`src/include/lsh_map.vh`:
```
`ifndef LSH_MAP_VH
`define LSH_MAP_VH
// Register indices; byte address is four times the index
`define LSH_IDX_LOOP_CUR 8'h1C
`define LSH_IDX_LINE_VOLT 8'h1D
`define LSH_IDX_RSVD_A 8'h1E
`define LSH_IDX_CTRL4 8'h1F
`define LSH_IDX_THR_LEVEL 8'h2B
`define LSH_IDX_THR_CTRL 8'h2C
`define LSH_IDX_HOOK_AUX 8'h40
`define LSH_IDX_IRQ_STAT 8'h41
`define LSH_IDX_IRQ_MASK 8'h42
// Reset values
`define LSH_RST_CTRL4 8'h20
`define LSH_RST_THR_LEVEL 8'h00
`define LSH_RST_THR_CTRL 3'h0
`define LSH_RST_HOOK_AUX 5'h00
`define LSH_RST_IRQ_MASK 3'h0
// Control 4 fields
`define LSH_C4_FOH_HI 6
`define LSH_C4_FOH_LO 5
`define LSH_C4_OHS_EXT 3
`define LSH_C4_RXHP 1
`define LSH_C4_VFD 0
`define LSH_C4_WMASK 8'h6B
// Threshold control fields
`define LSH_TC_FLAG 3
`define LSH_TC_SRC 2
`define LSH_TC_MASK 1
`define LSH_TC_DIR 0
// Hook auxiliary fields
`define LSH_HA_OFFHOOK 0
`define LSH_HA_OHS_BASE 1
`define LSH_HA_SQ_LO 2
`define LSH_HA_SQ_HI 3
`define LSH_HA_GIE 4
`define LSH_HA_CLOSED 5
`define LSH_HA_SETTLED 6
// Interrupt status bits
`define LSH_EV_THR 0
`define LSH_EV_SETTLED 1
`define LSH_EV_RELEASED 2
`define LSH_EV_NUM 3
// Off-hook counter codes and the spark quench select code
`define LSH_FOH_512 2'b00
`define LSH_FOH_128 2'b01
`define LSH_FOH_64 2'b10
`define LSH_FOH_8 2'b11
`define LSH_SQ_QUENCH 2'b11
// Timing at 200 MHz
`define LSH_CYC_PER_MS 200000
`define LSH_CYC_PER_US 200
`define LSH_FOH_512_MS 512
`define LSH_FOH_128_MS 128
`define LSH_FOH_64_MS 64
`define LSH_FOH_8_MS 8
`define LSH_REL_FAST_US 500
`define LSH_REL_EXT_MS 3
`define LSH_REL_QUENCH_MS 26
// Line voltage floor, volts
`define LSH_VFLOOR_V 8'h03
`endif

```
`src/core/lsh_ctrl.v`:
```
`timescale 1ns/1ps
`include "lsh_map.vh"

module lsh_ctrl #(
  parameter ADDR_W = 10,
  parameter FOH_512_CYC = `LSH_FOH_512_MS * `LSH_CYC_PER_MS,
  parameter FOH_128_CYC = `LSH_FOH_128_MS * `LSH_CYC_PER_MS,
  parameter FOH_64_CYC = `LSH_FOH_64_MS * `LSH_CYC_PER_MS,
  parameter FOH_8_CYC = `LSH_FOH_8_MS * `LSH_CYC_PER_MS,
  parameter REL_FAST_CYC = `LSH_REL_FAST_US * `LSH_CYC_PER_US - 1,
  parameter REL_EXT_CYC = `LSH_REL_EXT_MS * `LSH_CYC_PER_MS,
  parameter REL_QUENCH_CYC = `LSH_REL_QUENCH_MS * `LSH_CYC_PER_MS
) (
  // Clock and reset
  input wire hclk,
  input wire hresetn,
  // AHB-Lite slave
  input wire hsel,
  input wire [ADDR_W-1:0] haddr,
  input wire [1:0] htrans,
  input wire hwrite,
  input wire [2:0] hsize,
  input wire [31:0] hwdata,
  input wire hready,
  output reg [31:0] hrdata,
  output wire hreadyout,
  output wire hresp,
  // Measurement samples from the line-side converter
  input wire [7:0] loop_current_sample,
  input wire loop_current_update,
  input wire [7:0] line_voltage_sample,
  input wire line_voltage_update,
  // Line controls
  output reg hook_closed,
  output reg offhook_settled,
  output reg rx_highpass_select,
  // Interrupt
  output reg irq
);

  localparam ST_IDLE = 2'b00;
  localparam ST_COUNT = 2'b01;
  localparam ST_SETTLED = 2'b10;
  localparam ST_RELEASE = 2'b11;

  function sel_hit;
    input [7:0] idx;
    input [7:0] target;
    begin
      sel_hit = (idx == target);
    end
  endfunction

  function [7:0] abs8;
    input [7:0] v;
    begin
      abs8 = v[7] ? (~v + 8'h01) : v;
    end
  endfunction

  // Bus phase tracking
  reg wr_pend;
  reg [7:0] wr_idx;
  wire take = hsel & htrans[1] & hready;
  wire rd_take = take & ~hwrite;
  wire wr_now = wr_pend;
  wire [7:0] rd_idx = haddr[9:2];

  // Register state
  reg [7:0] line_control_four;
  reg [7:0] threshold_level_reg;
  reg [2:0] thr_ctrl;
  reg threshold_flag;
  reg [4:0] hook_aux;
  reg [`LSH_EV_NUM-1:0] irq_status;
  reg [`LSH_EV_NUM-1:0] irq_mask;
  reg [7:0] loop_current_value;
  reg [7:0] line_voltage_value;

  // Hook sequencer
  reg [1:0] state;
  reg [31:0] cnt;
  reg [1:0] next_state;
  reg [31:0] next_cnt;
  reg ev_settled;
  reg ev_released;
  reg [31:0] foh_cycles;
  reg [31:0] rel_cycles;

  // Threshold path
  wire [`LSH_EV_NUM-1:0] events;
  reg [7:0] rd_val;

  wire offhook_request = hook_aux[`LSH_HA_OFFHOOK];
  wire onhook_speed_base = hook_aux[`LSH_HA_OHS_BASE];
  wire [1:0] spark_quench_sel = hook_aux[`LSH_HA_SQ_HI:`LSH_HA_SQ_LO];
  wire global_irq_enable = hook_aux[`LSH_HA_GIE];
  wire [1:0] fast_offhook_select = line_control_four[`LSH_C4_FOH_HI:`LSH_C4_FOH_LO];
  wire onhook_speed_ext = line_control_four[`LSH_C4_OHS_EXT];
  wire volt_floor_disable = line_control_four[`LSH_C4_VFD];
  wire threshold_source = thr_ctrl[`LSH_TC_SRC];
  wire threshold_irq_mask = thr_ctrl[`LSH_TC_MASK];
  wire threshold_direction = thr_ctrl[`LSH_TC_DIR];
  wire thr_en = threshold_irq_mask & global_irq_enable;

  // Zero wait states, always OKAY
  assign hreadyout = 1'b1;
  assign hresp = 1'b0;

  always @(posedge hclk or negedge hresetn) begin
    if (!hresetn) begin
      wr_pend <= 1'b0;
      wr_idx <= 8'h00;
    end else begin
      wr_pend <= take & hwrite;
      wr_idx <= haddr[9:2];
    end
  end

  // Software-owned control registers
  always @(posedge hclk or negedge hresetn) begin
    if (!hresetn) begin
      line_control_four <= `LSH_RST_CTRL4;
      threshold_level_reg <= `LSH_RST_THR_LEVEL;
      thr_ctrl <= `LSH_RST_THR_CTRL;
      hook_aux <= `LSH_RST_HOOK_AUX;
      irq_mask <= `LSH_RST_IRQ_MASK;
    end else if (wr_now) begin
      if (sel_hit(wr_idx, `LSH_IDX_CTRL4))
        line_control_four <= hwdata[7:0] & `LSH_C4_WMASK;
      if (sel_hit(wr_idx, `LSH_IDX_THR_LEVEL))
        threshold_level_reg <= hwdata[7:0];
      if (sel_hit(wr_idx, `LSH_IDX_THR_CTRL))
        thr_ctrl <= hwdata[2:0];
      if (sel_hit(wr_idx, `LSH_IDX_HOOK_AUX))
        hook_aux <= hwdata[4:0];
      if (sel_hit(wr_idx, `LSH_IDX_IRQ_MASK))
        irq_mask <= hwdata[`LSH_EV_NUM-1:0];
    end
  end

  always @(posedge hclk or negedge hresetn) begin
    if (!hresetn)
      rx_highpass_select <= 1'b0;
    else
      rx_highpass_select <= line_control_four[`LSH_C4_RXHP];
  end

  // Off-hook counter length
  always @* begin
    case (fast_offhook_select)
      `LSH_FOH_512: foh_cycles = FOH_512_CYC;
      `LSH_FOH_128: foh_cycles = FOH_128_CYC;
      `LSH_FOH_64: foh_cycles = FOH_64_CYC;
      default: foh_cycles = FOH_8_CYC;
    endcase
  end

  // Release time; undefined speed mixes fall back to the fast release
  always @* begin
    if (onhook_speed_base && spark_quench_sel == `LSH_SQ_QUENCH)
      rel_cycles = REL_QUENCH_CYC;
    else if (!onhook_speed_base && onhook_speed_ext)
      rel_cycles = REL_EXT_CYC;
    else
      rel_cycles = REL_FAST_CYC;
  end

  always @* begin
    next_state = state;
    next_cnt = cnt;
    ev_settled = 1'b0;
    ev_released = 1'b0;
    case (state)
      ST_IDLE: begin
        if (offhook_request) begin
          next_state = ST_COUNT;
          next_cnt = foh_cycles;
        end
      end
      ST_COUNT: begin
        if (!offhook_request) begin
          next_state = ST_RELEASE;
          next_cnt = rel_cycles;
        end else if (cnt <= 32'h0000_0001) begin
          next_state = ST_SETTLED;
          ev_settled = 1'b1;
        end else begin
          next_cnt = cnt - 32'h0000_0001;
        end
      end
      ST_SETTLED: begin
        if (!offhook_request) begin
          next_state = ST_RELEASE;
          next_cnt = rel_cycles;
        end
      end
      ST_RELEASE: begin
        // Loop held closed until the release time runs out
        if (cnt <= 32'h0000_0001) begin
          next_state = ST_IDLE;
          ev_released = 1'b1;
        end else begin
          next_cnt = cnt - 32'h0000_0001;
        end
      end
      default: begin
        next_state = ST_IDLE;
        next_cnt = 32'h0000_0000;
      end
    endcase
  end

  always @(posedge hclk or negedge hresetn) begin
    if (!hresetn) begin
      state <= ST_IDLE;
      cnt <= 32'h0000_0000;
      hook_closed <= 1'b0;
      offhook_settled <= 1'b0;
    end else begin
      state <= next_state;
      cnt <= next_cnt;
      hook_closed <= (next_state != ST_IDLE);
      offhook_settled <= (next_state == ST_SETTLED);
    end
  end

  // Line voltage floor; a 0 V sample passes as zero either way
  wire [7:0] volt_abs = abs8(line_voltage_sample);
  wire [7:0] next_volt = (!volt_floor_disable && volt_abs <= `LSH_VFLOOR_V) ?
    8'h00 : line_voltage_sample;

  always @(posedge hclk or negedge hresetn) begin
    if (!hresetn) begin
      loop_current_value <= 8'h00;
      line_voltage_value <= 8'h00;
    end else begin
      if (loop_current_update)
        loop_current_value <= loop_current_sample;
      if (line_voltage_update)
        line_voltage_value <= next_volt;
    end
  end

  // Compare the fresh value, not the stored one, so no update is missed
  wire sel_update = threshold_source ? line_voltage_update :
    loop_current_update;
  wire [7:0] sel_abs = threshold_source ? abs8(next_volt) :
    loop_current_sample;
  wire crossing = sel_update & (threshold_direction ?
    (sel_abs > threshold_level_reg) : (sel_abs < threshold_level_reg));

  // Write of zero clears; a crossing in the same cycle wins
  wire thr_clear = wr_now & sel_hit(wr_idx, `LSH_IDX_THR_CTRL) &
    ~hwdata[`LSH_TC_FLAG];

  always @(posedge hclk or negedge hresetn) begin
    if (!hresetn)
      threshold_flag <= 1'b0;
    else if (crossing)
      threshold_flag <= 1'b1;
    else if (thr_clear)
      threshold_flag <= 1'b0;
  end

  // Read-clear event status, set wins over the clear
  assign events[`LSH_EV_THR] = crossing;
  assign events[`LSH_EV_SETTLED] = ev_settled;
  assign events[`LSH_EV_RELEASED] = ev_released;

  genvar gi;
  generate
    for (gi = 0; gi < `LSH_EV_NUM; gi = gi + 1) begin : g_evt
      always @(posedge hclk or negedge hresetn) begin
        if (!hresetn)
          irq_status[gi] <= 1'b0;
        else if (events[gi])
          irq_status[gi] <= 1'b1;
        else if (rd_take && sel_hit(rd_idx, `LSH_IDX_IRQ_STAT))
          irq_status[gi] <= 1'b0;
      end
    end
  endgenerate

  always @(posedge hclk or negedge hresetn) begin
    if (!hresetn)
      irq <= 1'b0;
    else
      irq <= (|(irq_status & irq_mask & {{(`LSH_EV_NUM-1){1'b1}}, thr_en})) |
        (threshold_flag & thr_en);
  end

  // Read mux; unmapped and reserved words read as zero
  always @* begin
    rd_val = 8'h00;
    if (sel_hit(rd_idx, `LSH_IDX_LOOP_CUR))
      rd_val = loop_current_value;
    if (sel_hit(rd_idx, `LSH_IDX_LINE_VOLT))
      rd_val = line_voltage_value;
    if (sel_hit(rd_idx, `LSH_IDX_CTRL4))
      rd_val = line_control_four;
    if (sel_hit(rd_idx, `LSH_IDX_THR_LEVEL))
      rd_val = threshold_level_reg;
    if (sel_hit(rd_idx, `LSH_IDX_THR_CTRL))
      rd_val = {4'h0, threshold_flag, thr_ctrl};
    if (sel_hit(rd_idx, `LSH_IDX_HOOK_AUX))
      rd_val = {1'b0, offhook_settled, hook_closed, hook_aux};
    if (sel_hit(rd_idx, `LSH_IDX_IRQ_STAT))
      rd_val = {5'h00, irq_status};
    if (sel_hit(rd_idx, `LSH_IDX_IRQ_MASK))
      rd_val = {5'h00, irq_mask};
  end

  always @(posedge hclk or negedge hresetn) begin
    if (!hresetn)
      hrdata <= 32'h0000_0000;
    else if (rd_take)
      hrdata <= {24'h00_0000, rd_val};
    else
      hrdata <= 32'h0000_0000;
  end

endmodule // lsh_ctrl

```
`config.mk`:
```
export PLATFORM = sky130hd
export DESIGN_NAME = lsh_ctrl
export DESIGN_NICKNAME = d
export VERILOG_FILES = /design/src/core/lsh_ctrl.v
export VERILOG_INCLUDE_DIRS = /design/src /design/src/include
export SDC_FILE = /design/constraint.sdc
export NUM_CORES = 1
export LEC_CHECK = 0
export BUFFER_PORTS_ARGS = -buffer_cell sky130_fd_sc_hd__buf_2
export CAP_MARGIN = 30
export CORE_MARGIN = 1.5
export CORE_UTILIZATION = 45
export CTS_CLUSTER_SIZE = 24
export DETAILED_ROUTE_END_ITERATION = 16
export PLACE_DENSITY = 0.73
export SETUP_SLACK_MARGIN = 0.2
export SKIP_CTS_REPAIR_TIMING = 1
export SYNTH_ARGS = -nofsm -noshare
export SYNTH_HDL_FRONTEND = slang
export SYNTH_SLANG_ARGS = --single-unit
```
`constraint.sdc`:
```
create_clock -name hclk -period 8.5 [get_ports hclk]
set_clock_uncertainty 0.2 [all_clocks]
set_input_delay 0 -clock hclk [delete_from_list [all_inputs] [get_ports hclk]]
set_output_delay 0 -clock hclk [all_outputs]
set_load 0.1 [all_outputs]
```
==> flow_summary_export.csv <==
group,metric,value,unit
floorplanning,start_util,46.1,%
critical_path,critPathCapture,"irq_status[0]$_DFFE_PN0P_",
sta,whs,0.0115,ns
critical_path,worstPathMaxFanout,7,
placed_design,place_inst,866,
critical_path,critPathMaxStageDelay,0.64,ns
routing,postRouteAntennaNets,0,
yosys,synthArstFlopShare,100,%
routing,drt_iter0_drc,437,
critical_path,crit_path_start,"line_voltage_sample[2]",
final_layout,fin_nets,848,
critical_path,worst-path-stages,18,
global_route,grt_use_total,23.4,%
global_route,grt_max_degree,74,
routing,routed_wl,17200,um
floorplanning,rows,42,
critical_path,r2r-start,"line_control_four[0]$_DFFE_PN0P_",
floorplanning,die_h,119,um
power,p_sw_share,34.3,%
yosys,syn_inst,662,
floorplanning,core-area,0.0132,mm2
run_status,status,"finished clean",
global_route,grt_pass1_wl,26400,um
placed_design,postPlaceCellArea,0.00639,mm2
routing,via_count,5652,
yosys,synth_top_cell_area_share,40.4,%
sta,layout_min_cycle_time,4.09,ns
final_layout,final_layout_size_suffix_gt1_share,16.3,%
power,power.internal,0.880,mW
cts,cts-htree-levels,3,
cts,clock_latency,0.36,ns
yosys,synth_area_leaders,"dfrtp_1, mux2_2, ha_1",
critical_path,reg2reg_to,"irq_status[0]$_DFFE_PN0P_",
critical_path,critPathRequiredTime,8.60,ns
power,p_comb_share,24.7,%
critical_path,cp_data_arrival_time,4.19,ns
yosys,synth_cell_type_count,69,
sta,finalHoldViolCount,0,
yosys,seq_area_frac_synth,40.8,%
sta,slew_headroom,36.9,%
min_path,hold_path_class,"in2reg",
sta,finalSetupTns,0,ns
cts,cts.sinks,99,
global_route,grt_pass1_vias,5287,
critical_path,rrSetupSlack,4.84,ns
sta,slew_violations,0,
critical_path,worst_setup_path_end_kind,"flip-flop",
final_layout,fin_cells,943,
critical_path,worst_setup_path_start_kind,"primary input",
sta,finalSetupViolations,0,
cts,cts-root-buf,"clkbuf_16",
power,irDropWorstVdd,0.000114,V
placed_design,gp_routability_congestion,0.880,
floorplanning,pin_count,108,
sta,period_share,48.1,%
yosys,postSynth.topFlopCell,"dfrtp_1",
power,switching_power,0.460,mW
cts,cts_tree,"yes",
critical_path,path_cells,"dlygate4sd3_1 -> buf_2 -> nor3_1 -> nand3b_1 -> a221oi_1 -> nor2_1 -> inv_1 -> ha_1 -> nand2_1 -> o31ai_1 -> xor2_1 -> a21oi_1 -> ha_1 -> nand4_1 -> a21oi_1 -> a211oi_1 -> mux2i_1 -> a22o_1",
power,sequentialPowerShare,42.2,%
yosys,synth-seq-cells,99,
placed_design,dp_hpwl,11200,um
power,cellPowerDensity,183,mW/mm2
floorplanning,die_x,119,um
critical_path,reg2reg_depth,14,
global_route,overflow,0,
placed_design,port_buffers,51,
cts,cts_buffer_depth,2,
sta,tightestPinTransition,0.939,ns
power,pwr-share-clk,33.1,%
sta,max_freq,245,MHz
yosys,syn_area,0.00608,mm2
critical_path,path_delay_family,"compound AO/OA/AOI/OAI gates",
final_layout,final_cell_area,0.00734,mm2
routing,via_per_inst,5.99,
final_layout,regMostFlops,"cnt",
cts,numCtsBuffers,9,
job,drv_cap,0,
global_route,antenna_found_initial,0,
final_layout,area_delta_synth_final,20.8,%
cts,clk_pin_slew,0.07,ns
yosys,synth-edff-count,0,
min_path,holdPathStages,4,
routing,wl_per_cell,18.2,um
power,power.leakage,3.16,nW
routing,firstDrtPassIters,5,
routing,drcViolationCount,0,
yosys,yosysWarningCount,0,
critical_path,setup.worst_path.class,"in2reg",
critical_path,cpMaxStageDelayCell,"a221oi_1",
final_layout,largest_reg_flops,32,
yosys,syn_avg_cell_area,9.18,um2
sta,rsz0062_at_grt,"no",
floorplanning,die-area,0.0142,mm2
final_layout,n_antenna_cell,0,
critical_path,critPathBufInv,3,
yosys,synth_area_leader_cell,"dfrtp_1",
[routing by layer]
metal  share of wire [%]  global-route usage (%)
met2                  50                    38.6
met4                 3.3                    10.2
met3                 6.5                    5.60
met5                   0                       0
met1                  41                    29.2
[logic make-up (layout without fill, tap and decap cells)]
| logic type | Yosys count | after routing | share of synthesized area, % |
|---|---|---|---|
| AND/OR/NAND/NOR | 208 | 208 | 17.5 |
| AO/OA/AOI/OAI | 186 | 186 | 21.0 |
| XOR/XNOR | 24 | 24 | 3.46 |
| flip-flops | 99 | 99 | 40.8 |
| buffers and inverters | 91 | 172 | 7.35 |
| other | 2 | 26 | 0.124 |
| multiplexers | 36 | 36 | 6.53 |
| adder cells (fa/ha/maj) | 16 | 16 | 3.29 |
[power groups by stage]
| stage | clock network [mW] | registers, mW | logic (mW) |
|---|---|---|---|
| final | 0.444 | 0.566 | 0.331 |
| after global routing | 0.468 | 0.572 | 0.361 |
| after CTS | 0.443 | 0.563 | 0.297 |
| after detailed placement | 0 | 0.572 | 0.297 |
| after global placement | 0 | 0.569 | 0.285 |
| after floorplan | 0 | 0.559 | 0.235 |
[how the worst min path moves through the flow]
| stage | start | end | slack (ns) |
|---|---|---|---|
| floorplan | hresetn | cnt[0]$_DFFE_PN0P_ | -0.50 |
| global placement | hresetn | hrdata[2]$_DFF_PN0_ | -0.28 |
| detailed placement | hresetn | hrdata[2]$_DFF_PN0_ | -0.27 |
| CTS | hresetn | irq_mask[1]$_DFFE_PN0P_ | -0.66 |
| global route | line_voltage_sample[0] | line_voltage_value[0]$_DFFE_PN0P_ | 0.04 |
| finish | line_voltage_sample[0] | line_voltage_value[0]$_DFFE_PN0P_ | 0.01 |
[layout make-up]
cell class	count	area, um2
multi-input combinational	496	3240
inverter	37	139
fill	1147	5850
sequential	99	2480
clock buffer	10	239
tap	176	220
clock inverter	6	76.3
timing repair buffer	119	946
[synthesized netlist by cell type (4+ instances only)]
cell type	n
a221oi_1	11
nor2_1	51
nand2_1	52
o21ai_0	40
o31ai_1	5
buf_4	26
nand2b_1	10
a211oi_1	5
xnor2_1	6
nor3_1	17
o221ai_1	14
mux2_2	29
buf_1	4
a22oi_1	10
a21o_1	7
a2bb2oi_1	4
nand3_1	14
or2_2	7
clkbuf_1	23
a31oi_1	6
nor4_1	8
ha_1	16
or4_1	4
nand4_1	9
or3_1	4
dfrtp_1	98
xor2_1	18
nor2b_1	9
a21oi_1	29
o211ai_1	7
o22ai_1	19
mux2i_1	7
inv_1	35
[per-stage QoR]
| stage | worst slack, ns | power [mW] | utilization [%] |
|---|---|---|---|
| after floorplan | 5.18 | 0.794 | - |
| after global placement | 4.77 | 0.854 | 48.4 |
| after global routing | 4.16 | 1.40 | 55.7 |
| final | 4.41 | 1.34 | 55.7 |
| after CTS | 4.89 | 1.30 | 50.8 |
| after detailed placement | 4.69 | 0.868 | 48.4 |
[layout by cell type, fill, tap and decap left out, types with 9 or more instances in the layout]
| master | instances |
|---|---|
| conb_1 | 26 |
| o21ai_0 | 40 |
| nand3_1 | 14 |
| nand4_1 | 9 |
| a22oi_1 | 10 |
| a21oi_1 | 29 |
| clkbuf_16 | 9 |
| dfrtp_1 | 98 |
| nand2b_1 | 10 |
| inv_1 | 35 |
| dlygate4sd3_1 | 59 |
| nand2_1 | 52 |
| mux2_2 | 29 |
| nor2b_1 | 9 |
| o221ai_1 | 14 |
| xor2_1 | 18 |
| nor3_1 | 17 |
| o22ai_1 | 19 |
| a221oi_1 | 11 |
| nor2_1 | 51 |
| buf_2 | 51 |
| ha_1 | 16 |
[worst reg2reg max path: cells and delay by family (launching register included)]
family                     cells  cell delay (ns)
muxes                          1             0.32
buffers and inverters          1             0.10
AOI/OAI and AO/OA              6             1.49
DFF                            1             0.42
and+or+nand+nor                3             0.39
adders and majority gates      2             0.49
xor gates and xnor gates       1             0.19
No activity file was read; power rests on OpenSTA's default activity.
